$ cat src/pkg/ctci_params.svh
// Register map, field positions, reset values and divider settings of the compare timer
`ifndef CTCI_PARAMS_SVH
`define CTCI_PARAMS_SVH

// Register indexes; the byte address on the bus is four times the index
`define CTCI_IDX_CTRL_ONE  8'h14
`define CTCI_IDX_CTRL_TWO  8'h15
`define CTCI_IDX_COMPARE   8'h16
`define CTCI_IDX_STATUS    8'h17

// Field positions in timer_control_one
`define CTCI_C1_RUN        0
`define CTCI_C1_SSRC       1
`define CTCI_C1_BOTH       2
`define CTCI_C1_EDGE       3
`define CTCI_C1_CYCLE      4
`define CTCI_C1_MODE       5
`define CTCI_C1_POL        6
`define CTCI_C1_SRES       7

// Field positions in timer_control_two
`define CTCI_C2_FFINIT     0
`define CTCI_C2_CLK_LO     1
`define CTCI_C2_CLK_HI     3
`define CTCI_C2_CNT_LO     4
`define CTCI_C2_CNT_HI     5
`define CTCI_C2_TDIS       6

// Field positions in the status word
`define CTCI_ST_RUNNING    0
`define CTCI_ST_FLOP       1
`define CTCI_ST_CNT_LO     16

// Reset values
`define CTCI_CTRL_RST      1'b0
`define CTCI_CLK_RST       3'h0
`define CTCI_CNT_SEL_RST   2'h0
`define CTCI_COMPARE_RST   16'hffff
`define CTCI_COUNT_RST     16'h0000

// Clock source and compare count codes
`define CTCI_CLK_EVENT     3'h7
`define CTCI_CNT_TWO       2'h1
`define CTCI_CNT_THREE     2'h2

// Divider exponents for clock source codes 000 to 101
`define CTCI_EXP_CK0       4'hb
`define CTCI_EXP_CK1       4'h7
`define CTCI_EXP_CK2       4'h5
`define CTCI_EXP_CK3       4'h3
`define CTCI_EXP_CK4       4'h2
`define CTCI_EXP_CK5       4'h1

`endif

$ cat src/pkg/ctci_pkg.sv
// Types shared by the compare timer design files
package ctci_pkg;

  typedef enum logic [2:0] {
    ST_IDLE  = 3'b001,
    ST_WAIT  = 3'b010,
    ST_COUNT = 3'b100
  } ctci_state_e;

  typedef logic [15:0] ctci_value_t;
  typedef logic [1:0]  ctci_ptr_t;

endpackage : ctci_pkg

$ cat src/ctci_sync.sv
// Two-flop synchroniser for the trigger and event pin
`timescale 1ns/1ps

module ctci_sync (
  input  wire logic clk,
  input  wire logic rst_n,
  input  wire logic d,
  output logic      q
);
  logic meta;

  always_ff @(posedge clk or negedge rst_n) begin
    if (!rst_n) begin
      meta <= 1'b0;
      q    <= 1'b0;
    end else begin
      meta <= d;
      q    <= meta;
    end
  end

endmodule : ctci_sync

$ cat src/ctci_prescaler.sv
// Prescaler that turns the system clock into the selected count tick
`timescale 1ns/1ps
`include "ctci_params.svh"

module ctci_prescaler (
  input  wire logic       clk,
  input  wire logic       rst_n,
  input  wire logic       clear,
  input  wire logic [2:0] clock_select,
  input  wire logic       halve,
  output logic            tick
);
  logic [11:0] div_cnt;
  logic [3:0]  base_exp;
  logic [3:0]  exp_sel;
  logic [12:0] mask_full;
  logic        valid;

  always_comb begin
    valid    = 1'b1;
    base_exp = 4'h0;
    case (clock_select)
      3'h0: base_exp = `CTCI_EXP_CK0;
      3'h1: base_exp = `CTCI_EXP_CK1;
      3'h2: base_exp = `CTCI_EXP_CK2;
      3'h3: base_exp = `CTCI_EXP_CK3;
      3'h4: base_exp = `CTCI_EXP_CK4;
      3'h5: base_exp = `CTCI_EXP_CK5;
      default: valid = 1'b0;
    endcase
    exp_sel   = base_exp + {3'h0, halve};
    mask_full = (13'h0001 << exp_sel) - 13'h0001;
  end

  always_ff @(posedge clk or negedge rst_n) begin
    if (!rst_n) begin
      div_cnt <= 12'h000;
    end else if (clear) begin
      div_cnt <= 12'h000;
    end else begin
      div_cnt <= div_cnt + 12'h001;
    end
  end

  // Registered so the tick is glitch free; codes 110 and 111 give no tick
  always_ff @(posedge clk or negedge rst_n) begin
    if (!rst_n) begin
      tick <= 1'b0;
    end else begin
      tick <= valid && !clear && ((div_cnt & mask_full[11:0]) == mask_full[11:0]);
    end
  end
endmodule : ctci_prescaler

$ cat src/ctci_top.sv
// Compare timer core: AHB-Lite registers, trigger logic, counter and pulse output
//
// The implementer's own choice: the AHB-Lite register port.
`timescale 1ns/1ps
`include "ctci_params.svh"

// What this block does
// - Soft reset bit always reads back as zero.
// - Run bit 0 stops and clears the counter; 1 starts counting.
// - Start source picks software or trigger start; trigger start unavailable for events.
// - Both-edge enable stops on the opposite edge, only with trigger start.
// - Edge select picks rising or falling pin edge for start and event counting.
// - Mode bit picks timer/event counting or pulse generator output.
// - Polarity bit gives forward or reversed pulse output after start.
// - Soft reset clears control fields, counter, state and pulse output, not the compare values or a pending interrupt.
// - Output flop init bit clears or sets the output flop.
// - Count field enables A, A and B, or A, B and C; 11 reserved.
// - Trigger disable makes the pin input read as logic 0.
// - Writes to B and C are ignored unless pulse mode enables them.
// - On match with the top value raise interrupt and clear; keep counting unless the cycle bit selects one-shot, which event counting ignores.
module ctci_top (
  input  wire logic                   hclk,
  input  wire logic                   hresetn,
  input  wire logic                   hsel,
  input  wire logic [31:0]            haddr,
  input  wire logic [1:0]             htrans,
  input  wire logic                   hwrite,
  input  wire logic [2:0]             hsize,
  input  wire logic [31:0]            hwdata,
  input  wire logic                   hready,
  output logic [31:0]                 hrdata,
  output logic                        hreadyout,
  output logic                        hresp,
  input  wire logic                   trigger_event_pin,
  input  wire logic                   prescale_halve,
  output logic                        pulse_out,
  output logic                        compare_irq,
  output ctci_pkg::ctci_value_t       timer_count
);
  import ctci_pkg::*;

  // Bus data phase
  logic         dp_valid;
  logic         dp_write;
  logic [7:0]   dp_idx;
  logic         wr_ctrl1;
  logic         wr_ctrl2;
  logic         wr_cmp;
  logic         soft_rst;
  logic [31:0]  rd_value;
  logic         addr_ok;

  // Control fields
  logic         run_control;
  logic         start_source_select;
  logic         both_edge_enable;
  logic         trigger_edge_select;
  logic         cycle_select;
  logic         mode_select_bit;
  logic         pulse_polarity_select;
  logic         trigger_input_disable;
  logic [1:0]   compare_count_select;
  logic [2:0]   clock_source_select;
  logic         output_flop_init;

  // Timer state
  ctci_value_t  compare_value_a;
  ctci_value_t  compare_value_b;
  ctci_value_t  compare_value_c;
  ctci_ptr_t    wr_ptr;
  ctci_ptr_t    last_ptr;
  ctci_state_e  st;
  ctci_state_e  next_st;
  ctci_value_t  next_count;
  ctci_value_t  cnt_inc;
  ctci_value_t  cmp_top;
  logic         out_flop;
  logic         pin_sync;
  logic         pin_lvl;
  logic         pin_prev;
  logic         rise_edge;
  logic         fall_edge;
  logic         act_edge;
  logic         opp_edge;
  logic         pre_tick;
  logic         tick;
  logic         event_mode;
  logic         trig_mode;
  logic         en_b;
  logic         en_c;
  logic         counting;
  logic         cnt_restart;
  logic         hit_a;
  logic         hit_b;
  logic         hit_c;
  logic         top_hit;
  logic         oneshot_done;

  assign hreadyout = 1'b1;
  assign hresp     = 1'b0;
  assign addr_ok   = hsel && htrans[1] && hready;

  always_ff @(posedge hclk or negedge hresetn) begin
    if (!hresetn) begin
      dp_valid <= 1'b0;
      dp_write <= 1'b0;
      dp_idx   <= 8'h00;
    end else if (hready) begin
      dp_valid <= hsel && htrans[1];
      dp_write <= hwrite;
      dp_idx   <= haddr[9:2];
    end
  end

  assign wr_ctrl1 = dp_valid && dp_write && dp_idx == `CTCI_IDX_CTRL_ONE;
  assign wr_ctrl2 = dp_valid && dp_write && dp_idx == `CTCI_IDX_CTRL_TWO;
  assign wr_cmp   = dp_valid && dp_write && dp_idx == `CTCI_IDX_COMPARE;
  assign soft_rst = wr_ctrl1 && hwdata[`CTCI_C1_SRES];

  // Compare registers and unmapped words read as zero
  always_comb begin
    rd_value = 32'h0000_0000;
    case (haddr[9:2])
      `CTCI_IDX_CTRL_ONE: rd_value[7:0] = {1'b0, pulse_polarity_select, mode_select_bit, cycle_select,
                                           trigger_edge_select, both_edge_enable, start_source_select,
                                           run_control};
      `CTCI_IDX_CTRL_TWO: rd_value[7:0] = {1'b0, trigger_input_disable, compare_count_select,
                                           clock_source_select, output_flop_init};
      `CTCI_IDX_STATUS: begin
        rd_value[31:`CTCI_ST_CNT_LO] = timer_count;
        rd_value[`CTCI_ST_FLOP]      = out_flop;
        rd_value[`CTCI_ST_RUNNING]   = st == ST_COUNT;
      end
      default: rd_value = 32'h0000_0000;
    endcase
  end

  // Read data is sampled in the address phase, so a read right behind a write sees the old value
  always_ff @(posedge hclk or negedge hresetn) begin
    if (!hresetn) begin
      hrdata <= 32'h0000_0000;
    end else if (addr_ok && !hwrite) begin
      hrdata <= rd_value;
    end
  end

  // Control registers; a software write wins over the one-shot clearing of the run bit
  always_ff @(posedge hclk or negedge hresetn) begin
    if (!hresetn) begin
      run_control           <= `CTCI_CTRL_RST;
      start_source_select   <= `CTCI_CTRL_RST;
      both_edge_enable      <= `CTCI_CTRL_RST;
      trigger_edge_select   <= `CTCI_CTRL_RST;
      cycle_select          <= `CTCI_CTRL_RST;
      mode_select_bit       <= `CTCI_CTRL_RST;
      pulse_polarity_select <= `CTCI_CTRL_RST;
    end else if (soft_rst) begin
      run_control           <= `CTCI_CTRL_RST;
      start_source_select   <= `CTCI_CTRL_RST;
      both_edge_enable      <= `CTCI_CTRL_RST;
      trigger_edge_select   <= `CTCI_CTRL_RST;
      cycle_select          <= `CTCI_CTRL_RST;
      mode_select_bit       <= `CTCI_CTRL_RST;
      pulse_polarity_select <= `CTCI_CTRL_RST;
    end else if (wr_ctrl1) begin
      run_control           <= hwdata[`CTCI_C1_RUN];
      start_source_select   <= hwdata[`CTCI_C1_SSRC];
      both_edge_enable      <= hwdata[`CTCI_C1_BOTH];
      trigger_edge_select   <= hwdata[`CTCI_C1_EDGE];
      cycle_select          <= hwdata[`CTCI_C1_CYCLE];
      mode_select_bit       <= hwdata[`CTCI_C1_MODE];
      pulse_polarity_select <= hwdata[`CTCI_C1_POL];
    end else if (oneshot_done && !trig_mode) begin
      run_control           <= 1'b0;
    end
  end

  always_ff @(posedge hclk or negedge hresetn) begin
    if (!hresetn) begin
      trigger_input_disable <= `CTCI_CTRL_RST;
      compare_count_select  <= `CTCI_CNT_SEL_RST;
      clock_source_select   <= `CTCI_CLK_RST;
      output_flop_init      <= `CTCI_CTRL_RST;
    end else if (soft_rst) begin
      trigger_input_disable <= `CTCI_CTRL_RST;
      compare_count_select  <= `CTCI_CNT_SEL_RST;
      clock_source_select   <= `CTCI_CLK_RST;
      output_flop_init      <= `CTCI_CTRL_RST;
    end else if (wr_ctrl2) begin
      trigger_input_disable <= hwdata[`CTCI_C2_TDIS];
      compare_count_select  <= hwdata[`CTCI_C2_CNT_HI:`CTCI_C2_CNT_LO];
      clock_source_select   <= hwdata[`CTCI_C2_CLK_HI:`CTCI_C2_CLK_LO];
      output_flop_init      <= hwdata[`CTCI_C2_FFINIT];
    end
  end

  // Compare loading through one shared address
  assign en_b     = mode_select_bit && (compare_count_select == `CTCI_CNT_TWO ||
                                        compare_count_select == `CTCI_CNT_THREE);
  assign en_c     = mode_select_bit && compare_count_select == `CTCI_CNT_THREE;
  assign last_ptr = en_c ? 2'h2 : (en_b ? 2'h1 : 2'h0);

  always_ff @(posedge hclk or negedge hresetn) begin
    if (!hresetn) begin
      compare_value_a <= `CTCI_COMPARE_RST;
      compare_value_b <= `CTCI_COMPARE_RST;
      compare_value_c <= `CTCI_COMPARE_RST;
    end else if (wr_cmp) begin
      case (wr_ptr)
        2'h0: compare_value_a <= hwdata[15:0];
        2'h1: if (en_b) compare_value_b <= hwdata[15:0];
        2'h2: if (en_c) compare_value_c <= hwdata[15:0];
        default: compare_value_a <= compare_value_a;
      endcase
    end
  end

  always_ff @(posedge hclk or negedge hresetn) begin
    if (!hresetn) begin
      wr_ptr <= 2'h0;
    end else if (soft_rst || wr_ctrl2) begin
      wr_ptr <= 2'h0;
    end else if (wr_cmp) begin
      wr_ptr <= (wr_ptr >= last_ptr) ? 2'h0 : wr_ptr + 2'h1;
    end
  end

  // Pin input: synchronised, then gated by the disable bit
  ctci_sync u_pin_sync (
    .clk   (hclk),
    .rst_n (hresetn),
    .d     (trigger_event_pin),
    .q     (pin_sync)
  );

  assign pin_lvl = pin_sync && !trigger_input_disable;

  always_ff @(posedge hclk or negedge hresetn) begin
    if (!hresetn) begin
      pin_prev <= 1'b0;
    end else begin
      pin_prev <= pin_lvl;
    end
  end

  assign rise_edge = pin_lvl && !pin_prev;
  assign fall_edge = !pin_lvl && pin_prev;
  assign act_edge  = trigger_edge_select ? fall_edge : rise_edge;
  assign opp_edge  = trigger_edge_select ? rise_edge : fall_edge;

  ctci_prescaler u_prescaler (
    .clk          (hclk),
    .rst_n        (hresetn),
    .clear        (soft_rst || st == ST_IDLE),
    .clock_select (clock_source_select),
    .halve        (prescale_halve),
    .tick         (pre_tick)
  );

  // Event counting and trigger start exclude each other
  assign event_mode   = !mode_select_bit && clock_source_select == `CTCI_CLK_EVENT;
  assign trig_mode    = start_source_select && !event_mode;
  assign tick         = (clock_source_select == `CTCI_CLK_EVENT) ? act_edge : pre_tick;
  assign cnt_inc      = timer_count + 16'h0001;
  assign cmp_top      = en_c ? compare_value_c : (en_b ? compare_value_b : compare_value_a);
  assign counting     = st == ST_COUNT && run_control;
  assign cnt_restart  = trig_mode && (act_edge || (both_edge_enable && opp_edge));
  assign hit_a        = tick && cnt_inc == compare_value_a;
  assign hit_b        = tick && en_b && cnt_inc == compare_value_b;
  assign hit_c        = tick && en_c && cnt_inc == compare_value_c;
  assign top_hit      = counting && !cnt_restart && tick && cnt_inc == cmp_top;
  assign oneshot_done = top_hit && cycle_select && !event_mode;

  always_comb begin
    next_st    = st;
    next_count = timer_count;
    if (!run_control) begin
      next_st    = ST_IDLE;
      next_count = `CTCI_COUNT_RST;
    end else begin
      case (st)
        ST_IDLE: begin
          next_st    = trig_mode ? ST_WAIT : ST_COUNT;
          next_count = `CTCI_COUNT_RST;
        end
        ST_WAIT: begin
          if (act_edge) next_st = ST_COUNT;
          next_count = `CTCI_COUNT_RST;
        end
        ST_COUNT: begin
          if (trig_mode && both_edge_enable && opp_edge) begin
            next_st    = ST_WAIT;
            next_count = `CTCI_COUNT_RST;
          end else if (trig_mode && act_edge) begin
            next_count = `CTCI_COUNT_RST;
          end else if (top_hit) begin
            next_count = `CTCI_COUNT_RST;
            if (oneshot_done) next_st = trig_mode ? ST_WAIT : ST_IDLE;
          end else if (tick) begin
            next_count = cnt_inc;
          end
        end
        default: begin
          next_st    = ST_IDLE;
          next_count = `CTCI_COUNT_RST;
        end
      endcase
    end
  end

  always_ff @(posedge hclk or negedge hresetn) begin
    if (!hresetn) begin
      st          <= ST_IDLE;
      timer_count <= `CTCI_COUNT_RST;
    end else if (soft_rst) begin
      st          <= ST_IDLE;
      timer_count <= `CTCI_COUNT_RST;
    end else begin
      st          <= next_st;
      timer_count <= next_count;
    end
  end

  // Output flop toggles on every enabled compare match in pulse mode
  always_ff @(posedge hclk or negedge hresetn) begin
    if (!hresetn) begin
      out_flop <= 1'b0;
    end else if (soft_rst) begin
      out_flop <= 1'b0;
    end else if (wr_ctrl2) begin
      out_flop <= hwdata[`CTCI_C2_FFINIT];
    end else if (mode_select_bit && counting && !cnt_restart && (hit_a || hit_b || hit_c)) begin
      out_flop <= !out_flop;
    end
  end

  // One cycle behind the flop; registered so the output is glitch free
  always_ff @(posedge hclk or negedge hresetn) begin
    if (!hresetn) begin
      pulse_out <= 1'b0;
    end else if (soft_rst) begin
      pulse_out <= 1'b0;
    end else begin
      pulse_out <= out_flop ^ pulse_polarity_select;
    end
  end

  // Soft reset deliberately does not touch a pending interrupt pulse
  always_ff @(posedge hclk or negedge hresetn) begin
    if (!hresetn) begin
      compare_irq <= 1'b0;
    end else begin
      compare_irq <= top_hit;
    end
  end
endmodule : ctci_top

$ cat config.mk
export PLATFORM = sky130hd
export DESIGN_NAME = ctci_top
export DESIGN_NICKNAME = d
export VERILOG_FILES = /design/src/pkg/ctci_pkg.sv /design/src/ctci_sync.sv /design/src/ctci_prescaler.sv /design/src/ctci_top.sv
export VERILOG_INCLUDE_DIRS = /design/src /design/src/pkg
export SDC_FILE = /design/constraint.sdc
export NUM_CORES = 1
export LEC_CHECK = 0
export ABC_AREA = 1
export BUFFER_PORTS_ARGS = -buffer_cell sky130_fd_sc_hd__buf_2
export CAP_MARGIN = 40
export CORE_ASPECT_RATIO = 0.6
export CORE_MARGIN = 8
export CORE_UTILIZATION = 60
export CTS_CLUSTER_SIZE = 24
export DETAILED_ROUTE_END_ITERATION = 8
export GPL_TIMING_DRIVEN = 0
export PLACE_DENSITY = 0.9
export RECOVER_POWER = 100
export SYNTH_ARGS = -nofsm -noshare
export SYNTH_HDL_FRONTEND = slang
export SYNTH_SLANG_ARGS = --single-unit
$ cat constraint.sdc
create_clock -name hclk -period 4.9 [get_ports hclk]
set_clock_uncertainty 0.2 [all_clocks]
set_input_delay 0.735 -clock hclk [delete_from_list [all_inputs] [get_ports hclk]]
set_output_delay 0.735 -clock hclk [all_outputs]
set_load 0.03 [all_outputs]
Word level (Yosys, flattened, before mapping)
Index checks and enable logic that the tools add are counted.
W data, S select, Z words.
{ "op_classes": {"shifts": 1, "eq_ne": 29, "n_mux": 60, "div_mod_pow": 0, "add_sub_neg": 5, "mul": 0, "n_reduce_logical": 65, "bitwise": 2, "n_lt_le_gt_ge": 1} }
{ "op_table": {"columns": ["operator", "n"], "rows": [
  ["$mux W16", 10],
  ["$eq A16 B16 Y1", 4],
  ["$eq A8 B5 Y1 const B", 6],
  ["$logic_and A1 B1 Y1", 37],
  ["$mux W3", 10],
  ["$mux W1", 28],
  ["$pmux W4 S6", 1],
  ["$add A16 B1 Y16 const B", 1],
  ["$mux W2", 7],
  ["$add A12 B1 Y12 const B", 1],
  ["$and A12 B12 Y12", 1],
  ["$eq A12 B12 Y1", 1],
  ["$eq A3 B3 Y1 const B", 4],
  ["$mux W12", 1],
  ["$shl A1 B4 Y12 const A", 1],
  ["$sub A12 B1 Y12 const B", 1],
  ["$logic_not A1 Y1", 10],
  ["$ne A5 B4 Y1 const B", 2],
  ["$pmux W5 S2", 1],
  ["$eq A3 B2 Y1 const B", 3],
  ["$pmux W3 S3", 1],
  ["$ne A7 B5 Y1 const B", 1],
  ["$eq A3 B1 Y1 const B", 2],
  ["$logic_or A1 B1 Y1", 6],
  ["17 further kinds", 23]
]} }
{ "totals": {"memories": 0, "register_bits": 136, "out_inout_bits": 52, "romBits": 0, "wordCells": 192, "latchBits": 0, "mem_bits_rw": 0, "input_bits": 76} }

Longest topological paths before layout
Gate-level depths: netlist (run 1).
{ "logic_depth": {"ltp_word": 21, "ltp_mapped": 20, "ltp_nobuf": 19} }

By module
A second synthesis (run 1) with hierarchy kept.
{ "unflattened": {"cells_unflattened": 1178, "area_unflattened_um2": 8423.1} }
{ "modules_own_cells": {"columns": ["mod", "cells_each", "n_inst", "area_per_inst_um2", "seq_area_each_um2"], "rows": [
  ["ctci_top", 979, 1, 7121.8, 3064.2],
  ["ctci_prescaler", 197, 1, 1251.2, 325.3],
  ["ctci_sync", 2, 1, 50.0, 50.0]
]} }

Least setup slack after synthesis (run 1)
OpenSTA, ideal clock, no wires.
{ "synth_path": {"path_type": "input-to-reg", "start": "input prescale_halve", "end": "register u_prescaler.tick", "t_arrival_ns": 2.652, "setup_time_ns": 0.071, "t_required_ns": 4.629, "slack_ns": 1.977, "n_path_buf": 0, "stages": 15, "cell_sequence": "ha_1 -> ha_1 -> xor2_4 -> nand3_1 -> ha_1 -> o22ai_1 -> nor2_1 -> nand3_1 -> a21oi_1 -> nand2_1 -> nor2_1 -> nand2_1 -> nor2_1 -> nand3_1 -> nor2_1"} }
{ "synth_via": {"elab_chain_cells": 6} }
{ "synth_rtl": {"columns": ["element", "line", "text"], "rows": [
  ["start, declared", "ctci_top.sv:35", "input wire logic prescale_halve,"],
  ["$add A4 B1 Y4 *", "ctci_prescaler.sv:31", "exp_sel = base_exp + {3'h0, halve};"],
  ["$shl A1 B4 Y12 *", "ctci_prescaler.sv:32", "mask_full = (13'h0001 << exp_sel) - 13'h0001;"],
  ["$sub A12 B1 Y12 *", "ctci_prescaler.sv:32", null],
  ["$and A12 B12 Y12", "ctci_prescaler.sv:50", "tick <= valid && !clear && ((div_cnt & mask_full[11:0]) == mask_full[11:0]);"],
  ["$eq A12 B12 Y1 *", "ctci_prescaler.sv:50", null],
  ["$logic_and A1 B1 Y1 *", "ctci_prescaler.sv:50", null],
  ["end signal, assigned", "ctci_prescaler.sv:50", null],
  ["end, declared", "ctci_prescaler.sv:11", "output logic tick"]
]} }
Mark *: on every way between the ends. The rest lies on a longest branch, timed or not.
A chain may end at the register's enable or synchronous reset.

Worst setup path in the final report (run 1)
{ "layout_path": {"start": "register clock_source_select[0]", "end": "register u_prescaler.tick"} }
{ "layout_via": {"elab_chain_cells": 8, "word_cells_on_any_way": 16, "classes_between": "2 x add/sub; 6 x eq/ne; 1 x shift; 2 x mux; 1 x bitwise; 4 x reduce/logical"} }
{ "layout_rtl": {"columns": ["element", "line", "text"], "rows": [
  ["start, declared", "ctci_top.sv:63", "logic [2:0] clock_source_select;"],
  ["start signal, assigned", "ctci_top.sv:182", "clock_source_select <= `CTCI_CLK_RST;"],
  ["start signal, assigned", "ctci_top.sv:187", "clock_source_select <= `CTCI_CLK_RST;"],
  ["start signal, assigned", "ctci_top.sv:192", "clock_source_select <= hwdata[`CTCI_C2_CLK_HI:`CTCI_C2_CLK_LO];"],
  ["$eq A3 B3 Y1, or another cell as far along", "ctci_prescaler.sv:22", "case (clock_select)"],
  ["$pmux W4 S6", "ctci_prescaler.sv:22", null],
  ["$add A4 B1 Y4", "ctci_prescaler.sv:31", null],
  ["$shl A1 B4 Y12", "ctci_prescaler.sv:32", null],
  ["$sub A12 B1 Y12", "ctci_prescaler.sv:32", null],
  ["$and A12 B12 Y12", "ctci_prescaler.sv:50", null],
  ["$eq A12 B12 Y1", "ctci_prescaler.sv:50", null],
  ["$logic_and A1 B1 Y1 *", "ctci_prescaler.sv:50", null]
]} }
Marked as above.

==> results.md, run 1 <==
- Outcome: finished, violations left
- Failing checks: max-capacitance violations, max-slew violations
- PnR worst setup slack: 1.35 ns
- Peak supply drop: 0.204 mV
- Vias in the first global route: 7486
- Cell variety after synth: 49
- Chip width: 167 um
- Synth Area in Compound Gates: 12.5%
- Setup violations, final: 0
- # port buffers: 71
- Share of cells above drive strength 1: 14.6%
- Pwr Density: 329 nW/um^2
- Layout area overhead: 12.7%
- Worst Path Arrival: 3.71 ns
- Setup TNS: 0 ns
- Top_reg_cell synth: dfrtp_1
- Startpoint type of the worst setup path: flop
- Relative slew slack: -23.0%
- Post-synthesis sequential area ratio: 41.9%
- Global-route wire length before repair: 39300 um
- RSZ-0062 raised after global routing: false
- Final #Nets: 1292
- Worst-path maximum fanout: 10
- Family with the most delay on the worst path: simple AND/OR/NAND/NOR gates
- Flip-flop and latch count after synthesis: 135
- Fin crit period: 3.55 ns
- Global route total overflow: 0
- Synth Area per Inst: 7.44 um^2
- Post-synth EDFFs: 0
- Vias/cell: 5.80
- Number of buffers created by CTS: 17
- Clock sink count: 135
- Clock buffer depth: 2
- Worst skew pair latency: 0.43 ns
- Hold_buf cts: 0
- Worst Path Buf+Inv: 1
- Clock transition at path regs: 0.07 ns
- Largest net degree at the start of global routing: 75
- Initial antenna violation count: 0
- Die area: 17800 um^2
- Critical Path Stages: 17
- Clk pwr share: 42.4%
- Comb pwr share: 17.8%
- Initial DRT Pass Iterations: 8
- Post-placement setup slack: 1.55 ns
- DR vias: 8082
- Reg-to-reg critical path startpoint: clock_source_select[0]$_DFFE_PN0N_
- Die Y: 107 um
- Worst-Margin Slew: 1.85 ns
- Cells along the critical path: inv_2, o21ai_2, ha_1, ha_1, xor2_1, nand3_1, ha_1, o22ai_1, nor2_1, nand3_1, a21oi_1, nand2_1, nor2_1, nand2_1, nor2_1, nand3_1, nor2_1
- Post-CTS Setup Bufs: 0
- Critical Path Start: clock_source_select[0]$_DFFE_PN0N_
- Biggest cell delay along the critical path: 0.62 ns
- Routability Congestion: 0.951
- Fin. Hold Viols: 0
- # diodes: 0
- H-tree depth: 4
- DR WL/cell: 17.9 um
- Internal power: 2.04 mW
- Synth Cell Area: 8220 um^2
- Sequential cell fraction of total power: 39.8%
- Fmax: 0.281 GHz
- Multiplexer area fraction after synthesis: 0.548%
- Total Power: 3.05 mW
- Post-route antenna net violation count: 0
- R2R depth: 17
- IO Pins: 128
- DRC: 0
- Fin. max-slew vios: 75
- Tot GR Track Use: 27.9%
- Row count: 33
- P_sw: 1.01 mW
- Root buf cell: clkbuf_16
- Post-CTS Resized: 0
- XOR/XNOR share of the synthesized area: 2.73%
- CTS tree: done
- Core Region: 13500 um^2
- Final critical-path share of the clock period: 72.5%
- Crit path required time: 5.06 ns
- Total Wirelength: 24900 um
- Worst hold path type: in -> async
- Leakage: 5.06 nW
- Flop2flop setup slack: 1.35 ns
- Ys async rst share: 100%
- Mapped Cells: 1105
- Yosys warnings: 0
- Simple-gate share of the synthesized area: 31.2%
- Switching Fraction: 33.2%
- Initial Utilization: 60.9%
- Slowest-stage cell, CP: xor2_1
- Most frequent CP cell: nor2_1
- CP Class: reg -> reg
- Adder-Cell Fraction of Synth Area: 1.68%
- Critical Path End Type: flop
- Largest family of logic cells by synthesized area: simple AND/OR/NAND/NOR gates
- Max-Cap Viols: 1
- Post-DP HPWL: 18800 um
- Worst setup path end: u_prescaler.tick$_DFF_PN0_
- Starting DRT DRC Count: 1095
- FF-to-FF End: u_prescaler.tick$_DFF_PN0_
[worst reg2reg max path: stages, from the launching register on]
cell     delay, ns
dfrtp_1       0.39
inv_2         0.09
o21ai_2       0.20
ha_1          0.24
ha_1          0.21
xor2_1        0.62
nand3_1       0.30
ha_1          0.40
o22ai_1       0.08
nor2_1        0.09
nand3_1       0.08
a21oi_1       0.13
nand2_1       0.07
nor2_1        0.08
nand2_1       0.06
nor2_1        0.09
nand3_1       0.06
nor2_1        0.08
[power by group through the flow]
stage	clock (mW)	combinational, mW	sequential (mW)
floorplan	0	0.368	1.23
global placement	0	0.510	1.23
detailed placement	0	0.530	1.23
CTS	1.29	0.539	1.21
global route	1.35	0.594	1.22
finish	1.29	0.542	1.21
[per-stage QoR]
step | util, % | std cells | hold slack, ns | cell area [um^2]
floorplan | - | 1114 | 0.131 | 8250
CTS | 70.0 | 1393 | 0.109 | 9450
finish | 68.6 | 1393 | 0.0825 | 9260
global route | 68.6 | 1393 | 0.124 | 9260
global placement | 65.4 | 1360 | 0.134 | 8820
detailed placement | 65.6 | 1361 | 0.135 | 8860
[worst min-delay path by stage]
stage,endpoint,depth (start not counted)
CTS,hrdata[6]$_DFFE_PN0P_,1
global route,hrdata[6]$_DFFE_PN0P_,1
detailed placement,u_pin_sync.q$_DFF_PN0_,0
floorplan,u_pin_sync.q$_DFF_PN0_,0
global placement,u_pin_sync.q$_DFF_PN0_,0
finish,hrdata[6]$_DFFE_PN0P_,1
[logic make-up after synthesis]
kind of cell	Yosys count
adder cells (fa/ha/maj)	11
XOR/XNOR	21
AND/OR/NAND/NOR	573
AO/OA/AOI/OAI	173
flip-flops	135
other	2
buffers and inverters	186
multiplexers	4
[layer usage]
metal | global-route usage [%] | up-vias | part of all wire, % | wire length [um]
met2 | 37.2 | 567 | 38 | 9570
met3 | 11.1 | 64 | 16 | 3970
met1 | 40.8 | 3702 | 44 | 11000
met5 | 0 | - | 0 | 0
li1 | - | 3749 | - | -
met4 | 7.81 | 0 | 1.7 | 434
[cell type report]
class / instances / area [um^2]
sequential: 135 / 3440
inverter: 151 / 567
clock inverter: 14 / 151
clock buffer: 18 / 439
multi-input combinational: 793 / 3930
tap: 175 / 219
buffer: 35 / 203
timing repair buffer: 72 / 315
fill: 1150 / 4240
[flip-flops by register name, summed over array words and instances, names as in the netlist, 2 cells and up]
| signal | flops |
|---|---|
| timer_count | 16 |
| compare_value_b | 16 |
| st | 3 |
| wr_ptr | 2 |
| clock_source_select | 3 |
| compare_value_a | 16 |
| compare_value_c | 16 |
| compare_count_select | 2 |
| hrdata | 23 |
| dp_idx | 8 |
| u_prescaler.div_cnt | 12 |
[cell usage in the layout, fill, tap and decap left out, types with 4 or more instances in the layout]
cell type  synthesis  routed
a21oi_1           12      12
buf_2              2      31
buf_4             14      14
clkbuf_1          18      59
clkbuf_16          0      17
conb_1             2      11
dfrtp_1           86      86
dfstp_2           49      49
ha_1              11      11
inv_1            145     145
inv_2              6       6
inv_6              0       4
inv_8              0       6
mux2_2             4       4
nand2_1          300     304
nand2_2           14      12
nand3_1           90      90
nand3b_1           5       5
nand4_1           16      16
nor2_1           104     106
nor2_2             7       6
nor3_1             9       9
nor3b_1            4       4
nor4_1             5       6
o211ai_1           6       6
o21ai_0          112     112
o22ai_1           19      28
xnor2_1            6       6
xor2_1            12      13
[cell usage after synthesis, drive strengths merged (4+ instances only)]
cell / number / share of area [%]
nand3: 93 / 5.9
nand4: 18 / 1.5
clkbuf: 18 / 0.82
o21ai: 117 / 7.4
nor2: 116 / 6.1
nor4: 6 / 0.53
mux2: 4 / 0.55
a21oi: 12 / 0.73
o211ai: 7 / 0.70
nand3b: 5 / 0.46
dfstp: 49 / 16
buf: 17 / 1.6
o22ai: 29 / 3.0
nor3b: 4 / 0.37
ha: 11 / 1.7
nand2: 319 / 15
xor2: 13 / 1.6
dfrtp: 86 / 26
inv: 151 / 6.9
nor3: 11 / 0.79
xnor2: 7 / 0.84
Power figures use the tool's default switching activity.
==> inputs of run 2 (changes only) <==
--- a/config.mk
+++ b/config.mk
@@ -11,11 +11,11 @@
 export CAP_MARGIN = 40
 export CORE_ASPECT_RATIO = 0.6
 export CORE_MARGIN = 8
-export CORE_UTILIZATION = 60
+export CORE_UTILIZATION = 58
 export CTS_CLUSTER_SIZE = 24
 export DETAILED_ROUTE_END_ITERATION = 8
 export GPL_TIMING_DRIVEN = 0
-export PLACE_DENSITY = 0.9
+export PLACE_DENSITY = 0.87
 export RECOVER_POWER = 100
 export SYNTH_ARGS = -nofsm -noshare
 export SYNTH_HDL_FRONTEND = slang
==> constraint.sdc (replaced) <==
create_clock -name hclk -period 3.5 [get_ports hclk]
set_clock_uncertainty 0.2 [all_clocks]
set_input_delay 0.525 -clock hclk [delete_from_list [all_inputs] [get_ports hclk]]
set_output_delay 0.525 -clock hclk [all_outputs]
set_load 0.03 [all_outputs]
==> run 2 against run 1 <==
Effect of this change: utilization decreased by 0.49 points; critical path depth decreased by 3; final cell count increased by 1.4%; sequential share of layout area decreased by 0.41 points; highest routed layer unchanged; the flow still finishes with violations (max-capacitance violations, max-slew violations); die area increased by 3.0%; critical path type unchanged; wire length decreased by 0.12%.
==> results.md, run 2 (synthesis results as in run 1) <==
- Clock transition at path regs: 0.07 ns (about the same)
- Hold Path Depth: 3
- Fmax: 0.301 GHz (was 0.281 GHz)
- Final #Nets: 1294 (was 1292)
- Vias in the first global route: 7534 (was 7486)
- Worst-Margin Slew: 2.30 ns (was 1.85 ns)
- Final critical-path share of the clock period: 95.1% (was 72.5%)
- Initial DRT Pass Iterations: 8 (unchanged)
- Row count: 33 (unchanged)
- Fin. Hold Viols: 0 (unchanged)
- R2R depth: 14 (was 17)
- Total Power: 4.30 mW (was 3.05 mW)
- Die area: 18400 um^2 (was 17800 um^2)
- Fin. max-slew vios: 42 (was 75)
- Most frequent cells in the layout: 301 x nand2_1, 145 x inv_1, 112 x o21ai_0 (was 304 x nand2_1, 145 x inv_1, 112 x o21ai_0)
- Chip width: 170 um (was 167 um)
- # port buffers: 71 (unchanged)
- Worst-path maximum fanout: 10 (unchanged)
- Slowest-stage cell, CP: clkbuf_1 (was xor2_1)
- Fin area: 9370 um^2 (was 9260 um^2)
- RSZ-0062 raised after global routing: false (unchanged)
- Initial antenna violation count: 0 (unchanged)
- Clock sink count: 135 (unchanged)
- Worst hold path startpoint: haddr[3]
- Tot GR Track Use: 27.3% (was 27.9%)
- Failing checks: max-capacitance violations, max-slew violations (unchanged)
- Root buf cell: clkbuf_16 (unchanged)
- Placed Instance Area: 8880 um^2 (was 8860 um^2)
- Worst hold path type: in -> reg (was in -> async)
- Leakage: 5.09 nW (was 5.06 nW)
- Peak supply drop: 0.347 mV (was 0.204 mV)
- Worst Path Arrival: 3.42 ns (was 3.71 ns)
- Worst skew pair latency: 0.42 ns (was 0.43 ns)
- Routability Congestion: 0.996 (was 0.951)
- DR vias: 8102 (was 8082)
- Largest net degree at the start of global routing: 95 (was 75)
- Layout Utilization: 68.1% (was 68.6%)
- Max-Cap Viols: 1 (unchanged)
- Max FFs per register: 23 (unchanged)
- Crit path required time: 3.59 ns (was 5.06 ns)
- Fin Hold WS: 0.137 ns (was 0.0825 ns)
- H-tree depth: 4 (unchanged)
- Global route total overflow: 0 (unchanged)
- Pwr Density: 460 nW/um^2 (was 329 nW/um^2)
- Flop2flop setup slack: 0.17 ns (was 1.35 ns)
- Core Region: 13700 um^2 (was 13500 um^2)
- DR WL/cell: 17.6 um (was 17.9 um)
- # diodes: 0 (unchanged)
- Cells along the critical path: inv_1, ha_1, inv_1, nand2_2, clkbuf_1, nand2_1, nand3_1, o21ai_0, xnor2_2, nand4_1, nor2_4, nand3_1, nor2_1, o21ai_0 (was inv_2, o21ai_2, ha_1, ha_1, xor2_1, nand3_1, ha_1, o22ai_1, nor2_1, nand3_1, a21oi_1, nand2_1, nor2_1, nand2_1, nor2_1, nand3_1, nor2_1)
- Initial Utilization: 59.8% (was 60.9%)
- Relative slew slack: -53.3% (was -23.0%)
- Die Y: 108 um (was 107 um)
- Clock buffer depth: 2 (unchanged)
- FF-to-FF End: run_control$_DFFE_PN0P_ (was u_prescaler.tick$_DFF_PN0_)
- Global-route wire length before repair: 39100 um (was 39300 um)
- CP Class: reg -> reg (unchanged)
- Fin crit period: 3.33 ns (was 3.55 ns)
- Starting DRT DRC Count: 1059 (was 1095)
- Setup violations, final: 0 (unchanged)
- Largest reg by FF count: hrdata (unchanged)
- Layout area overhead: 14.0% (was 12.7%)
- Fill count: 1199 (was 1150)
- Vias/cell: 5.74 (was 5.80)
- Reg-to-reg critical path startpoint: compare_count_select[0]$_DFFE_PN0N_ (was clock_source_select[0]$_DFFE_PN0N_)
- Outcome: finished, violations left (unchanged)
- Share of cells above drive strength 1: 14.8% (was 14.6%)
- Biggest cell delay along the critical path: 0.53 ns (was 0.62 ns)
- Critical Path End Type: flop (unchanged)
- Most common cell after layout, fill and taps aside: nand2_1 (unchanged)
- IO Pins: 128 (unchanged)
- Post-route antenna net violation count: 0 (unchanged)
- DRC: 0 (unchanged)
- Hold Crit Endpoint: dp_idx[1]$_DFFE_PN0P_
- Startpoint type of the worst setup path: flop (unchanged)
- CTS tree: done (unchanged)
- Total Wirelength: 24900 um (about the same)
- Number of buffers created by CTS: 17 (unchanged)
- Post-CTS Setup Bufs: 0 (unchanged)
- Post-DP HPWL: 18800 um (about the same)
[run 2: layout make-up]
type                    count  area [um^2]  area share (%)
flip-flops and latches    135         3440            36.7
repair buffers             74          349            3.73
plain buffers              35          190            2.03
clock buffers              17          425            4.54
multi-input cells         793         3980            42.5
clock inverters            15          179            1.91
inverters                 151          567            6.05
well taps                 192          240            2.56
[run 2: critical path, delay by kind of cell, from the launching register on]
kind	cells	cell delay, ns
adders and majority gates	1	0.33
DFF	1	0.32
and+or+nand+nor	7	1.19
xor gates and xnor gates	1	0.23
buffers and inverters	3	0.67
AOI/OAI and AO/OA	2	0.25
[run 2: through the flow]
step | std cells | setup slack, ns | setup TNS [ns]
after global placement | 1377 | -0.0583 | -3.69
after detailed placement | 1378 | 0.348 | 0
after CTS | 1412 | 0.330 | 0
after floorplan | 1114 | 0.701 | 0
after global routing | 1412 | 0.0332 | 0
final | 1412 | 0.173 | 0
[run 2: repair_timing]
action,CTS,global route
hold endpoints to repair,23,0
hold buffers,2,0
resized for setup,0,0
[run 2: worst max-delay path by stage]
stage | from | to | slack, ns | cells past startpoint
4_1_cts | clock_source_select[0]$_DFFE_PN0N_ | u_prescaler.tick$_DFF_PN0_ | 0.33 | 17
5_1_grt | clock_source_select[0]$_DFFE_PN0N_ | u_prescaler.tick$_DFF_PN0_ | 0.03 | 17
3_5_place_dp | clock_source_select[0]$_DFFE_PN0N_ | u_prescaler.tick$_DFF_PN0_ | 0.35 | 17
6_report | compare_count_select[0]$_DFFE_PN0N_ | run_control$_DFFE_PN0P_ | 0.17 | 14
2_1_floorplan | clock_source_select[1]$_DFFE_PN0N_ | u_prescaler.tick$_DFF_PN0_ | 0.70 | 16
3_3_place_gp | hresetn | dp_idx[5]$_DFFE_PN0P_ | -0.06 | 1
[run 2: power by group]
group | switching [mW] | internal, mW
Clock | 0.775 | 1.08
Sequential | 0.0573 | 1.64
Combinational | 0.516 | 0.232
Total | 1.35 | 2.96
[run 2: routing by layer]
metal	wire length, um	part of all wire (%)	track usage, %	vias up
li1	-	-	-	3761
met1	11000	44	40.4	3775
met2	9750	39	36.4	515
met3	3730	15	10.9	51
met4	367	1.5	5.66	0
met5	0	0	0	-
